<file path="src/mdmgt_defs.svh">
// Offsets, field positions, reset values and timing counts of the management master
`ifndef MDMGT_DEFS_SVH
`define MDMGT_DEFS_SVH

// Control register byte offset inside the control/status block
`define MDMGT_CTRL_OFFSET 8'h10

// Field positions of the control register
`define MDMGT_IE_BIT 29
`define MDMGT_READY_BIT 28
`define MDMGT_OP_HI 27
`define MDMGT_OP_LO 26
`define MDMGT_SEL_HI 25
`define MDMGT_SEL_LO 21
`define MDMGT_IDX_HI 20
`define MDMGT_IDX_LO 16
`define MDMGT_DATA_HI 15
`define MDMGT_DATA_LO 0

// Operation codes
`define MDMGT_OP_WRITE 2'h1
`define MDMGT_OP_READ 2'h2

// Frame patterns
`define MDMGT_PREAMBLE 32'hffffffff
`define MDMGT_START 2'h1
`define MDMGT_TURN 2'h2

// Bit positions in the 64-bit frame
`define MDMGT_FRAME_LAST 6'h3f
`define MDMGT_READ_RELEASE 6'h2e
`define MDMGT_READ_FIRST_DATA 6'h30
`define MDMGT_PREAMBLE_BITS 6'h20

// Reset value of the ready flag: set, so the first command may go at once
`define MDMGT_READY_RESET 1'b1

// Timing: system clock and the fastest management clock, both in kHz
`define MDMGT_CLK_KHZ 125000
`define MDMGT_MDC_MAX_KHZ 2500
// Half period of the management clock in system cycles, rounded up
`define MDMGT_HALF_CYCLES \
   ((`MDMGT_CLK_KHZ + 2 * `MDMGT_MDC_MAX_KHZ - 1) / (2 * `MDMGT_MDC_MAX_KHZ))

`endif

</file>
<file path="src/mdmgt_pkg.sv">
// Types shared by the management master files
package mdmgt_pkg;

   // Sequencer states
   typedef enum logic [1:0] {
      MDMGT_IDLE = 2'b00,
      MDMGT_RUN = 2'b01,
      MDMGT_SIGNAL = 2'b10,
      MDMGT_FINISH = 2'b11
   } mdmgt_state_type;

endpackage : mdmgt_pkg

</file>
<file path="src/mdmgt_clkdiv.sv">
// Management clock divider with edge ticks
`timescale 1ns/1ns
module mdmgt_clkdiv #(
   parameter int HALF_CYCLES = 25
) (
   input wire logic clk,
   input wire logic rst_n,
   input wire logic run,
   output logic mdc,
   output logic rise_tick,
   output logic fall_tick
);

   localparam int CW = $clog2(HALF_CYCLES + 1);
   localparam logic [CW-1:0] TERM = CW'(HALF_CYCLES - 1);

   logic [CW-1:0] cnt; // Cycles spent in current half period
   logic [CW-1:0] next_cnt;
   logic next_mdc;
   logic at_term;

   // Ticks fire in the cycle before the clock pin changes
   assign at_term = run && (cnt == TERM);
   assign rise_tick = at_term && !mdc;
   assign fall_tick = at_term && mdc;

   // Next count and clock level; stopped clock rests low
   always_comb begin
      next_cnt = cnt;
      next_mdc = mdc;
      if (!run) begin
         next_cnt = '0;
         next_mdc = 1'b0;
      end else if (at_term) begin
         next_cnt = '0;
         next_mdc = !mdc;
      end else begin
         next_cnt = cnt + CW'(1);
      end
   end

   // Register stage
   always_ff @(posedge clk) begin
      if (!rst_n) begin
         cnt <= '0;
         mdc <= 1'b0;
      end else begin
         cnt <= next_cnt;
         mdc <= next_mdc;
      end
   end

endmodule : mdmgt_clkdiv

</file>
<file path="src/mdmgt_master.sv">
// Register-driven management serial master with its control register
`timescale 1ns/1ns
`include "mdmgt_defs.svh"
module mdmgt_master
   import mdmgt_pkg::*;
#(
   parameter int HALF_CYCLES = `MDMGT_HALF_CYCLES
) (
   input wire logic clk,
   input wire logic rst_n,
   input wire logic [7:0] reg_addr,
   input wire logic reg_wr,
   input wire logic [3:0] reg_be,
   input wire logic [31:0] reg_wdata,
   output logic [31:0] reg_rdata,
   output logic mgmt_irq,
   output logic mdc,
   input wire logic mdio_in,
   output logic mdio_out,
   output logic mdio_oe
);

   // Control register fields and their next values
   logic ie, next_ie; // Interrupt enable
   logic ready, next_ready; // Transfer finished flag
   logic [1:0] op, next_op; // Operation code
   logic [4:0] sel, next_sel; // Transceiver select
   logic [4:0] idx, next_idx; // Register index
   logic [15:0] data, next_data; // Data word, shifted in on reads
   logic [23:0] stage, next_stage; // Low bytes held until the top byte
   mdmgt_state_type state, next_state; // Sequencer state
   logic [63:0] frame, next_frame; // Outgoing bits, the one now on the line on top
   logic [5:0] bitno, next_bitno; // Bit currently on the line
   logic next_irq, next_mdio_out, next_mdio_oe; // Next pin levels
   logic [31:0] next_rdata; // Next read data
   logic mdio_meta; // First synchroniser stage, read only by the second stage
   logic mdio_sync; // Second synchroniser stage
   logic hit; // Access aimed at the control register
   logic take_cmd; // Command accepted this cycle
   logic [31:0] cmd; // Merged command word
   logic fall_tick; // Clock pin falls at the next edge
   logic run; // Frame in progress, divider running

   // Merge written lanes over the staged lanes
   function automatic logic [23:0] mdmgt_merge(input logic [2:0] be,
         input logic [23:0] old, input logic [23:0] wd);
      logic [23:0] m;
      m = old;
      for (int i = 0; i < 3; i++) begin
         if (be[i]) begin
            m[8*i +: 8] = wd[8*i +: 8];
         end
      end
      return m;
   endfunction : mdmgt_merge

   assign hit = (reg_addr == `MDMGT_CTRL_OFFSET);
   // Only the top byte launches; writes while busy are dropped
   assign take_cmd = hit && reg_wr && reg_be[3] && (state == MDMGT_IDLE);
   assign cmd = {reg_wdata[31:24], mdmgt_merge(reg_be[2:0], stage,
         reg_wdata[23:0])};
   assign run = (state == MDMGT_RUN);

   // Clock divider keeps the pin at or below the rated rate
   mdmgt_clkdiv #(
      .HALF_CYCLES(HALF_CYCLES)
   ) i_mdmgt_clkdiv (
      .clk(clk),
      .rst_n(rst_n),
      .run(run),
      .mdc(mdc),
      .rise_tick(),
      .fall_tick(fall_tick)
   );

   // Pin input synchroniser; only the second stage is used
   always_ff @(posedge clk) begin
      if (!rst_n) begin
         mdio_meta <= 1'b1;
         mdio_sync <= 1'b1;
      end else begin
         mdio_meta <= mdio_in;
         mdio_sync <= mdio_meta;
      end
   end

   // Sequencer and register next values
   always_comb begin
      next_ie = ie;
      next_ready = ready;
      next_op = op;
      next_sel = sel;
      next_idx = idx;
      next_data = data;
      next_stage = stage;
      next_state = state;
      next_frame = frame;
      next_bitno = bitno;
      next_irq = mgmt_irq;
      next_mdio_out = mdio_out;
      next_mdio_oe = mdio_oe;
      // Low lanes are staged whenever written while idle
      if (hit && reg_wr && (state == MDMGT_IDLE)) begin
         next_stage = mdmgt_merge(reg_be[2:0], stage, reg_wdata[23:0]);
      end
      unique case (state)
         MDMGT_IDLE: begin
            if (take_cmd) begin
               next_ie = cmd[`MDMGT_IE_BIT];
               next_ready = cmd[`MDMGT_READY_BIT];
               next_op = cmd[`MDMGT_OP_HI:`MDMGT_OP_LO];
               next_sel = cmd[`MDMGT_SEL_HI:`MDMGT_SEL_LO];
               next_idx = cmd[`MDMGT_IDX_HI:`MDMGT_IDX_LO];
               next_data = cmd[`MDMGT_DATA_HI:`MDMGT_DATA_LO];
               next_irq = 1'b0;
               next_bitno = '0;
               // Read frames carry the written data field too, but the line is released from the first turnaround bit on
               next_frame = {`MDMGT_PREAMBLE, `MDMGT_START,
                     cmd[`MDMGT_OP_HI:`MDMGT_OP_LO],
                     cmd[`MDMGT_SEL_HI:`MDMGT_SEL_LO],
                     cmd[`MDMGT_IDX_HI:`MDMGT_IDX_LO], `MDMGT_TURN,
                     cmd[`MDMGT_DATA_HI:`MDMGT_DATA_LO]};
               if (cmd[`MDMGT_OP_HI:`MDMGT_OP_LO] == `MDMGT_OP_WRITE ||
                     cmd[`MDMGT_OP_HI:`MDMGT_OP_LO] == `MDMGT_OP_READ) begin
                  // First bit goes out with the clock low
                  next_state = MDMGT_RUN;
                  next_mdio_out = 1'b1;
                  next_mdio_oe = 1'b1;
               end else begin
                  // Reserved codes send nothing but still complete
                  next_state = MDMGT_SIGNAL;
               end
            end
         end
         MDMGT_RUN: begin
            if (fall_tick) begin
               // Read bits are taken at the end of each bit time
               if (op == `MDMGT_OP_READ &&
                     bitno >= `MDMGT_READ_FIRST_DATA) begin
                  next_data = {data[14:0], mdio_sync};
               end
               if (bitno == `MDMGT_FRAME_LAST) begin
                  next_state = MDMGT_SIGNAL;
                  next_mdio_oe = 1'b0; // Idle: line left to pull-up
                  next_mdio_out = 1'b1;
               end else begin
                  // New bit appears at the falling edge, sampled at rise
                  next_bitno = bitno + 6'h1;
                  next_frame = {frame[62:0], 1'b1};
                  next_mdio_out = frame[62];
                  next_mdio_oe = (op == `MDMGT_OP_WRITE) ||
                        (bitno + 6'h1 < `MDMGT_READ_RELEASE);
               end
            end
         end
         MDMGT_SIGNAL: begin
            next_irq = ie;
            next_state = MDMGT_FINISH;
         end
         MDMGT_FINISH: begin
            next_ready = 1'b1;
            next_state = MDMGT_IDLE;
         end
      endcase
   end

   // Read data path, one cycle after the address
   always_comb begin
      next_rdata = '0;
      if (hit) begin
         next_rdata = {2'b00, ie, ready, op, sel, idx, data};
      end
   end

   // Register stage
   always_ff @(posedge clk) begin
      if (!rst_n) begin
         ie <= 1'b0;
         ready <= `MDMGT_READY_RESET;
         op <= '0;
         sel <= '0;
         idx <= '0;
         data <= '0;
         stage <= '0;
         state <= MDMGT_IDLE;
         frame <= '0;
         bitno <= '0;
         mgmt_irq <= 1'b0;
         mdio_out <= 1'b1;
         mdio_oe <= 1'b0;
         reg_rdata <= '0;
      end else begin
         ie <= next_ie;
         ready <= next_ready;
         op <= next_op;
         sel <= next_sel;
         idx <= next_idx;
         data <= next_data;
         stage <= next_stage;
         state <= next_state;
         frame <= next_frame;
         bitno <= next_bitno;
         mgmt_irq <= next_irq;
         mdio_out <= next_mdio_out;
         mdio_oe <= next_mdio_oe;
         reg_rdata <= next_rdata;
      end
   end

   // Checks beside the logic
   property p_reserved_zero;
      @(posedge clk) disable iff (!rst_n) reg_rdata[31:30] == 2'b00;
   endproperty
   a_reserved_zero: assert property (p_reserved_zero)
      else $error("reserved bits read non-zero");
   property p_cmd_launch;
      @(posedge clk) disable iff (!rst_n)
         take_cmd && (cmd[27:26] == `MDMGT_OP_WRITE) |=>
         (state == MDMGT_RUN) && mdio_oe && mdio_out;
   endproperty
   a_cmd_launch: assert property (p_cmd_launch)
      else $error("write command did not start a frame");
   property p_irq_before_ready;
      @(posedge clk) disable iff (!rst_n)
         (state == MDMGT_SIGNAL) && ie |=> mgmt_irq && !ready ##1 ready;
   endproperty
   a_irq_before_ready: assert property (p_irq_before_ready)
      else $error("interrupt and ready out of order");
   property p_no_irq_disabled;
      @(posedge clk) disable iff (!rst_n)
         (state == MDMGT_SIGNAL) && !ie |=> !mgmt_irq;
   endproperty
   a_no_irq_disabled: assert property (p_no_irq_disabled)
      else $error("interrupt raised while disabled");
   property p_preamble_ones;
      @(posedge clk) disable iff (!rst_n)
         run && (bitno < `MDMGT_PREAMBLE_BITS) |-> mdio_oe && mdio_out;
   endproperty
   a_preamble_ones: assert property (p_preamble_ones)
      else $error("preamble bit not a driven one");
   property p_read_release;
      @(posedge clk) disable iff (!rst_n)
         run && (op == `MDMGT_OP_READ) |->
         (mdio_oe == (bitno < `MDMGT_READ_RELEASE));
   endproperty
   a_read_release: assert property (p_read_release)
      else $error("read line drive wrong for bit position");
   property p_write_driven;
      @(posedge clk) disable iff (!rst_n)
         run && (op == `MDMGT_OP_WRITE) |-> mdio_oe;
   endproperty
   a_write_driven: assert property (p_write_driven)
      else $error("write frame not driven");
   property p_mdc_high_time;
      @(posedge clk) disable iff (!rst_n)
         $rose(mdc) |-> ##24 mdc ##1 !mdc;
   endproperty
   a_mdc_high_time: assert property (p_mdc_high_time)
      else $error("management clock high time wrong");
   property p_bit_on_fall;
      @(posedge clk) disable iff (!rst_n)
         run && $past(run) && $changed(bitno) |-> $fell(mdc);
   endproperty
   a_bit_on_fall: assert property (p_bit_on_fall)
      else $error("bit advanced off the falling edge");
   property p_mdc_idle_low;
      @(posedge clk) disable iff (!rst_n)
         (state == MDMGT_IDLE) |-> ##1 !mdc;
   endproperty
   a_mdc_idle_low: assert property (p_mdc_idle_low)
      else $error("management clock running while idle");

endmodule : mdmgt_master

</file>
<file path="config.mk">
export PLATFORM = sky130hd
export DESIGN_NAME = mdmgt_master
export DESIGN_NICKNAME = d
export VERILOG_FILES = /design/src/mdmgt_pkg.sv /design/src/mdmgt_clkdiv.sv /design/src/mdmgt_master.sv
export VERILOG_INCLUDE_DIRS = /design/src
export SDC_FILE = /design/constraint.sdc
export NUM_CORES = 1
export LEC_CHECK = 0
export ABC_AREA = 1
export BUFFER_PORTS_ARGS = -buffer_cell sky130_fd_sc_hd__buf_2
export CAP_MARGIN = 10
export CELL_PAD_IN_SITES_DETAIL_PLACEMENT = 1
export CELL_PAD_IN_SITES_GLOBAL_PLACEMENT = 2
export CORE_MARGIN = 2
export CORE_UTILIZATION = 32
export CTS_CLUSTER_SIZE = 28
export DETAILED_ROUTE_END_ITERATION = 10
export PLACE_DENSITY = 0.9
export SETUP_SLACK_MARGIN = 0.2
export SYNTH_ARGS = -nofsm -noshare
export SYNTH_HDL_FRONTEND = slang
export SYNTH_SLANG_ARGS = --single-unit
</file>
<file path="constraint.sdc">
create_clock -name clk -period 2.1 [get_ports clk]
set_clock_uncertainty 0.2 [all_clocks]
set_input_delay 0.42 -clock clk [delete_from_list [all_inputs] [get_ports clk]]
set_output_delay 0.42 -clock clk [all_outputs]
set_load 0.02 [all_outputs]
</file>
# [Yosys cells after proc, flatten, opt, wreduce, memory -nomap -nowiden]
# Index checks and enable logic that the tools add are counted.
[totals] word_cells=97 reg_bits=168 inputBits=48 output_inout_bits=36
[op_classes] n_eq_ne=16 n_reduce_logical=24 bitwise_logic=2 muxes=32 order_cmp=2 n_addsub=2
[ops] op="$mux 63" n=3
[ops] op="$pmux 63 s2" n=1
[ops] op="$mux 16" n=3
[ops] op="$pmux 16 s2" n=1
[ops] op="$mux 8" n=3
[ops] op="$mux 6" n=3
[ops] op="$pmux 6 s2" n=1
[ops] op="$reduce_and 4->1" n=3
[ops] op="$ne 2x2->1 const B" n=5
[ops] op="$reduce_and 2->1" n=5
[ops] op="$eq 2x2->1 const B" n=4
[ops] op="$eq 8x5->1 const B" n=1
[ops] op="$mux 1" n=8
[ops] op="$mux 2" n=4
[ops] op="$pmux 1 s2" n=4
[ops] op="$pmux 2 s4" n=1
[ops] op="$logic_and 1x1->1" n=7
[ops] op="$add 6x1->6 const B" n=1
[ops] op="$eq 2x1->1 const B" n=3
[ops] op="$eq 6x6->1 const B" n=1
[ops] op="$ge 6x6->1 const B" n=1
[ops] op="$lt 6x6->1 const B" n=1
[ops] op="$reduce_bool 2->1" n=3
[ops] op="$add 5x1->5 const B" n=1
[ops] op="other kinds (8)" n=10

# [Longest topological paths before layout]
# Gate-level depths: netlist of run 1.
[depth] depth_word=6 depth_mapped=13 ltp_nobuf=12

# [Modules after synthesis]
# Synthesis of run 1 repeated with hierarchy kept, for this count alone.
[unflattened] hier_cells=1080 area_unflattened_um2=7405.9
[by_module_without_submodules] mod="mdmgt_master" area_per_inst_um2=7105.6 instances=1 cells_each=1040 seq_area_each_um2=3203.1
[by_module_without_submodules] mod="mdmgt_clkdiv" area_per_inst_um2=300.3 instances=1 cells_each=40 seq_area_each_um2=120.1

# [Least setup slack after synthesis of run 1]
# No wires, ideal clock.
[synth_path] path_kind="reg2reg" start="reg state[1]" end="reg frame[21]" setup_time_ns=0.113 path_buffers=3 slack_ns=0.172 required_ns=1.787 stages_incl_launch_ff=13 arrival_time_ns=1.615 period_less_slack_ns=1.928 path_cell_list="dfxtp_1 inv_1 ha_1 buf_4 inv_2 nor2_4 nand4_2 nand2_4 nand3_4 buf_6 buf_2 nor2_1 nor2_1"
[synth_between] elab_chain_cells=5 word_cells_on_any_way=11 classes_between="4 x eq/ne; 1 x mux; 6 x reduce/logical"
[synth_lines] item="start: declaration" line_no="mdmgt_master.sv:31" text="mdmgt_state_type state, next_state;"
[synth_lines] item="start signal: assignment" line_no="mdmgt_master.sv:200" text="state <= next_state;"
[synth_lines] item="$eq 2x1->1" line_no="mdmgt_master.sv:62, mdmgt_master.sv:106"
[synth_lines] item="$logic_and 1x1->1" line_no="mdmgt_clkdiv.sv:23" text="assign at_term = run && (cnt == TERM);"
[synth_lines] item="$logic_and 1x1->1" line_no="mdmgt_clkdiv.sv:25" text="assign fall_tick = at_term && mdc;"
[synth_lines] item="$ne 2x2->1 (no source line)"
[synth_lines] item="$reduce_and 4->1 (no source line)"
[synth_lines] item="end signal: assignment" line_no="mdmgt_master.sv:201" text="frame <= next_frame;"
[synth_lines] item="end: declaration" line_no="mdmgt_master.sv:32" text="logic [63:0] frame, next_frame;"
# Parallel ways exist; a longest one is shown, timed or not.
# A chain may end at the register's enable or synchronous reset.

# [Worst setup path in the final report of run 1]
[layout_path] start="reg state[1]" end="reg frame[8]"
# The elaborated chain is that of the path after synthesis.

==> results.md, run 1 <==
- Status: finished, final reports clean
- Post-synthesis instance total: 1045
- R2r setup slk: 0.12 ns
- Crit-path cells: inv_4 -> ha_4 -> inv_4 -> nor2_4 -> nand4_4 -> nand2_4 -> nand3_4 -> buf_6 -> buf_12 -> nand2_2 -> nand2_1 -> nor2_1
- CTS hold repair buffers: 0
- CTS tree: done
- Total grt overflow: 0
- Fmax: 504 MHz
- # fillers: 2696
- Hold WC Path Type: in2reg
- Layout cell share with drive strength beyond 1: 0.240
- Post-route DRC: 0
- Port-buffer cells: 79
- Inserted Clock Buffers: 17
- HPWL Detailed: ~12000 um
- Static leakage power: 0.00416 uW
- Worst path slowest cell: dfxtp_2
- Vias in the first global route: 6667
- RePlAce Congestion: 0.775
- Clock Tree Root: clkbuf_16
- Max-Slew Margin vs Limit: 0.539
- Die Wd: 154 um
- Vert. Die Dim: 154 um
- Routed wire length: roughly 22000 um
- Fin cells: 1439
- Synthesized area: 7210 um^2
- H-tree levels: 4
- Stages on the worst setup path: 12
- Crit path max fanout: 6
- Post-DR wirelength/cell: roughly 15 um
- Clock Pin Slew Worst Setup and Hold Paths: 0.08 ns
- CP delay by family, top: simple AND/OR/NAND/NOR gates
- Synthesis-to-finish area growth: 31.8%
- Reg2reg start: state[1]
- GRT Total Usage: 0.167
- Post-synthesis sequential area ratio: 0.461
- Hold Slack: 0.0378 ns
- Initial antenna violation count: 0
- Die area: around 24000 um^2
- Critical Path Sink Type: flip-flop
- Power Dens Cells: 1400 nW/um^2
- HP Start: mdio_in
- CP startpoint kind: flip-flop
- Largest net degree at the start of global routing: 84
- Final setup vio count: 0
- Yosys reg bits: 166
- Setup crit end: frame[8]
- CP bufs+invs: 4
- Required time of the critical path: 2.26 ns
- Tot Pwr: between 10000 and 15000 uW
- TritonRoute pass-1 iters: 5
- Slew Limit Fails: 0
- Via count: 6893
- Count of different cell masters after synthesis: 31
- Drt via density: between 4 and 5
- MaxCap Viol Count: 0
- Clk_lat worst skew: 0.45 ns
- Max Root-Sink Buffers: 2
- Data arrival, critical path: 2.15 ns
- Effective utilization at floorplan: 0.328
- Setup crit start: state[1]
- Site Rows: 54
- Unrepaired setup endpoints after global routing: true
- Nets@finish: 1202
- Post-DRT Antenna Nets: 0
- Synthesized area per cell: just under 7 um^2
- Most Frequent Cell on Critical Path: inv_4
- Crit path time final: 1.98 ns
- IO Count: 84
- Core area: 22000 um^2
- Measured slew at the worst slew-check pin: 0.691 ns
- Reg2Reg Capture Point: frame[8]
- Reg2reg path depth: 12
- Worst setup path class: reg2reg
- Final Hold Vio Count: 0
- VDD IR-drop max: 0.602 mV
- First-pass GRT wire length: 32400 um
- Post-Place Cells: 1372
- DR iter-0 viols: around 360
- Clock net sink count: 166
- Antenna cell count: 0
- YS warnings: 0
- Final period utilization: 0.945
- Slowest stage delay, CP: roughly 0.33 ns
-- stage by stage --
| stage | utilization | worst slack (ns) | area (um^2) | TNS, ns |
|---|---|---|---|---|
| after floorplan | - | 0.204 | 7230 | 0 |
| after global placement | 0.363 | -0.0387 | 7970 | -0.419 |
| after detailed placement | 0.363 | -0.0710 | 7970 | -1.01 |
| after CTS | 0.403 | 0.172 | 8850 | 0 |
| after global routing | 0.433 | 0.0362 | 9510 | 0 |
| final | 0.433 | 0.116 | 9510 | 0 |
-- logic make-up (layout without fill, tap and decap cells) --
group           count (synthesis)  in the layout  share of synthesized area
compound gates                173            173                      0.122
other cells                     1              2                   0.000520
buf+inv                       219            332                      0.123
fa+ha+maj                       8              8                     0.0139
xor+xnor                        3              3                    0.00364
flops                         166            166                      0.461
simple gates                  475            475                      0.276
-- cell usage in the layout, fill, tap and decap left out, types with 2 or more instances in the layout --
cell type   instances
clkbuf_16          26
ha_4                3
inv_4               2
nor2_2             18
xor2_1              2
buf_4              32
nand4_1            42
nor3_1             22
a21oi_1            57
nand3_2             3
nand2_2            29
ha_1                5
o21ai_1             2
nor2_1            123
buf_2              79
nand3_1            15
buf_12              9
inv_8               3
nand2_4            18
dfxtp_1           161
dfxtp_2             4
nand2_1           196
buf_16              6
inv_1             140
conb_1              2
inv_6               6
inv_2              11
buf_6               9
clkinvlp_4          4
o21ai_0           108
clkinv_8            3
or2_2               4
nor2_4              3
-- Yosys cell counts --
library cell,count,area share
buf_1,2,0.0010
ha_1,8,0.014
nand4_1,42,0.036
buf_6,4,0.0062
nand2_1,242,0.13
nor2_2,1,0.00087
xor2_1,2,0.0024
a31oi_1,1,0.00087
nor2_1,142,0.074
o21bai_1,1,0.0010
xnor2_1,1,0.0012
conb_1,1,0.00052
or2_2,4,0.0035
dfxtp_1,166,0.46
o21ai_0,110,0.076
a21oi_1,57,0.040
o211ai_1,1,0.0010
nand3_1,18,0.012
inv_2,2,0.0010
nand4_2,1,0.0017
buf_2,17,0.012
nor2_4,1,0.0016
buf_4,4,0.0042
o2111ai_1,1,0.0012
o21a_1,1,0.0010
a21oi_2,1,0.0012
inv_1,152,0.079
nor3_1,22,0.015
clkbuf_1,38,0.020
nand2_4,1,0.0016
nand3_4,1,0.0024
-- sequential cells by signal, summed over array words and instances (netlist names), 5 cells and up --
register,count
bitno,6
sel,5
i_mdmgt_clkdiv.cnt,5
reg_rdata,30
frame,63
stage,24
idx,5
data,16
-- layout make-up --
cell class	instances	area, um^2	area share
Inverter	154	587	0.0617
Tap cell	280	350	0.0369
Sequential cell	166	3330	0.350
Multi-Input combinational cell	661	3320	0.350
Timing Repair Buffer	145	1320	0.139
Clock inverter	15	159	0.0167
Clock buffer	17	425	0.0447
Timing Repair inverter	1	7.51	0.000790
-- power by group --
| group | internal (uW) | switching [uW] |
|---|---|---|
| sequential | 3780 | 281 |
| combinational | 2650 | 3480 |
| clock | 1590 | 1520 |
| total | 8020 | 5280 |
-- worst min-delay path by stage --
| stage | endpoint | cells after the start |
|---|---|---|
| after detailed placement | mdio_sync | 1 |
| after global placement | mdio_sync | 1 |
| after CTS | mdio_meta | 2 |
| after global routing | mdio_meta | 2 |
| after floorplan | mdio_sync | 1 |
| final | mdio_meta | 2 |
-- worst register-to-register path: cells and delay by family, from the launching register on --
| family | cells | cell delay [ns] |
|---|---|---|
| flip-flops | 1 | 0.33 |
| AND/OR/NAND/NOR | 7 | 0.79 |
| adder cells (fa/ha/maj) | 1 | 0.16 |
| buffers and inverters | 4 | 0.43 |
-- timing repair --
action	CTS	global route
resized for setup	27	112
pin swaps	7	39
gates cloned	5	15
buffers inserted	8	7
setup endpoints to repair	90	90
-- routing by layer --
layer | GRT usage | vias to the layer above | wire [um]
met3 | 0.0344 | 27 | 657
met5 | 0 | - | 0
met1 | 0.216 | 3281 | 10300
met4 | 0.0454 | 0 | 379
li1 | - | 3467 | -
met2 | 0.284 | 118 | 10900
No activity file was read; power rests on OpenSTA's default activity.
==> inputs of run 2 (changes only) <==
CELL_PAD_IN_SITES_DETAIL_PLACEMENT = default   (was 1)
CELL_PAD_IN_SITES_GLOBAL_PLACEMENT = default   (was 2)
CORE_UTILIZATION = 55   (was 32)
GPL_TIMING_DRIVEN = 0   (was default)
PLACE_DENSITY = 0.88   (was 0.9)
==> run 2 against run 1 <==
The flow now finishes with violations (setup timing). Routed wire length is 9.1% higher. Non-clock buffer count rose by 31. Worst setup slack got worse by 0.20 ns. Hold slack better by 0.061 ns. Critical path type unchanged. Sequential cell count is the same. Clock power rose by 11%. Total power fell by 2.5%. Sequential power rose by 1%. Die area down 41%. Register-to-register slack worse by 0.20 ns. Highest routed layer unchanged. Global-route usage increased by 12 points. Largest cell class unchanged.
==> results.md, run 2 (same netlist as run 1, synthesis figures left out) <==
- Status: finished with violations
- Violated checks: setup timing
- Data arrival, critical path: 2.35 ns (+0.20 ns)
- First-pass GRT wire length: 32800 um (+1.3%)
- Final period utilization: 1.04 (+0.0945)
- Port-buffer cells: 79 (unchanged)
- Commonest non-fill, non-tap cell in the layout: nand2_1
- Post-DR wirelength/cell: 17.8 um (+15%)
- Static leakage power: 0.00416 uW (about the same)
- Top flop regs: frame: 63 flops, reg_rdata: 30 flops, stage: 24 flops
- Power Dens Cells: 1410 nW/um^2 (+0.56%)
- Total grt overflow: 0 (unchanged)
- Fin Setup TNS: -0.485 ns (-0.485 ns)
- MaxCap Viol Count: 0 (unchanged)
- H-tree levels: 4 (unchanged)
- Inserted Clock Buffers: 17 (unchanged)
- DP Worst Slack: -0.159 ns (-0.0879 ns)
- Synthesis-to-finish area growth: 27.8%
- Unrepaired setup endpoints after global routing: true
- Initial antenna violation count: 0 (unchanged)
- DR iter-0 viols: 1164 (+220%)
- Post-DRT Antenna Nets: 0 (unchanged)
- CP startpoint kind: flip-flop
- Routed wire length: 24200 um (+9.1%)
- Via count: 7914 (+15%)
- Clk_lat worst skew: 0.45 ns (about the same)
- Tot Pwr: 13000 uW (-2.5%)
- Largest net degree at the start of global routing: 17 (-80%)
- Final setup vio count: 25 (+25)
- Slew Limit Fails: 0 (unchanged)
- IO Count: 84 (unchanged)
- Vias in the first global route: 6960 (+4.4%)
- Antenna cell count: 0 (unchanged)
- GRT Total Usage: 0.288 (+0.121)
- Site Rows: 41 (-24%)
- Required time of the critical path: 2.27 ns (about the same)
- Clock Tree Root: clkbuf_16
- Final Hold Vio Count: 0 (unchanged)
- # fillers: 814 (-70%)
- TritonRoute pass-1 iters: 9 (+4)
- Clock Pin Slew Worst Setup and Hold Paths: 0.07 ns (about the same)
- Max Root-Sink Buffers: 2 (unchanged)
- Measured slew at the worst slew-check pin: 0.841 ns (+0.150 ns)
- Critical Path Sink Type: flip-flop
- Core area: 12700 um^2 (-42%)
- CTS tree: done
- Drt via density: 5.82 (+21%)
- Nets@finish: 1232 (+2.5%)
- Vert. Die Dim: 119 um (-23%)
- Effective utilization at floorplan: 0.567 (+0.238)
- Layout cell share with drive strength beyond 1: 0.212 (-0.0277)
- Max reg flops: 63 (unchanged)
- Clock net sink count: 166 (unchanged)
- Max-Slew Margin vs Limit: 0.439 (-0.0994)
- HPWL Detailed: 12400 um (+1.9%)
- Post-route DRC: 0 (unchanged)
- Fmax: 458 MHz (-9.1%)
- Top reg by flops: frame
- Crit path time final: 2.18 ns (+0.198 ns)
- Worst setup path class: reg2reg
- VDD IR-drop max: 0.803 mV (+33%)
- Die Wd: 119 um (-23%)
- Crit path max fanout: 8 (+2)
- RePlAce Congestion: 0.911 (+18%)
- Commonest cells after routing, fill and taps aside: 219 x nand2_1, 162 x dfxtp_1, 149 x inv_1
- Die area: 14000 um^2 (-41%)
- Final WS setup: -0.0828 ns (-0.198 ns)
- Hold WC Path Type: in2reg
## run 2: cell types whose count changed in the layout (fill, tap and decap cells not counted), moves of 9 or more
cell / change
nand2_1: +23
clkbuf_1: +21
nand2_2: -16
clkbuf_2: +11
inv_2: -10
clkbuf_16: -9
inv_1: +9
## run 2: routing by layer
metal  up-vias  wire, um  global-route usage
li1       3516         -                   -
met1      3570      8790               0.344
met2       634     11000               0.473
met3       194      2660              0.0613
met4         0      1720               0.182
met5         -         0                   0
## run 2: cell type report
| cell class | count | area (um^2) | area share |
|---|---|---|---|
| Timing Repair Buffer | 112 | 726 | 0.0787 |
| Tap cell | 172 | 215 | 0.0234 |
| Buffer | 64 | 465 | 0.0505 |
| Clock buffer | 18 | 429 | 0.0466 |
| Multi-Input combinational cell | 661 | 3250 | 0.353 |
| Sequential cell | 166 | 3330 | 0.361 |
| Inverter | 154 | 593 | 0.0643 |
| Clock inverter | 13 | 205 | 0.0223 |
## run 2: path summary, 6_finish.rpt
check,startpoint,cells after the start,endpoint,slack (ns)
max,state[1],13,frame[27],-0.08
min,reg_wdata[29],3,ie,0.1
max reg2reg,state[1],13,frame[27],-0.08
min reg2reg,mdio_meta,1,mdio_sync,0.23
## run 2: worst max-delay path, stage by stage, from the launching register on
cell and delay [ns]:
dfxtp_2 0.34, inv_4 0.08, ha_4 0.14, buf_8 0.12, inv_8 0.05, nor2_4 0.11, nand4_4 0.11, nand2_4 0.16
nand3_4 0.13, buf_12 0.18, buf_8 0.15, nand2_4 0.06, nand2_2 0.07, nor2_4 0.20
## run 2: stage by stage
step,cells,utilization,cell area [um^2],hold slack [ns]
CTS,1354,0.701,8920,0.0845
finish,1360,0.724,9220,0.0989
detailed placement,1297,0.616,7840,0.209
global placement,1297,0.616,7840,0.194
global route,1360,0.724,9220,0.119
floorplan,1046,-,7230,0.193
## run 2: repair_timing
action	in CTS	in global routing
buffers inserted	23	5
gates cloned	3	1
pin swaps	11	21
hold buffers	1	0
setup endpoints to repair	125	121
endpoints found under the hold margin	1	0
gates resized for setup	65	88
## run 2: power breakdown
group	internal, uW	leakage [uW]	switching (uW)
registers	3790	0.00135	323
logic	2000	0.00249	3420
clock network	2100	0.000314	1330
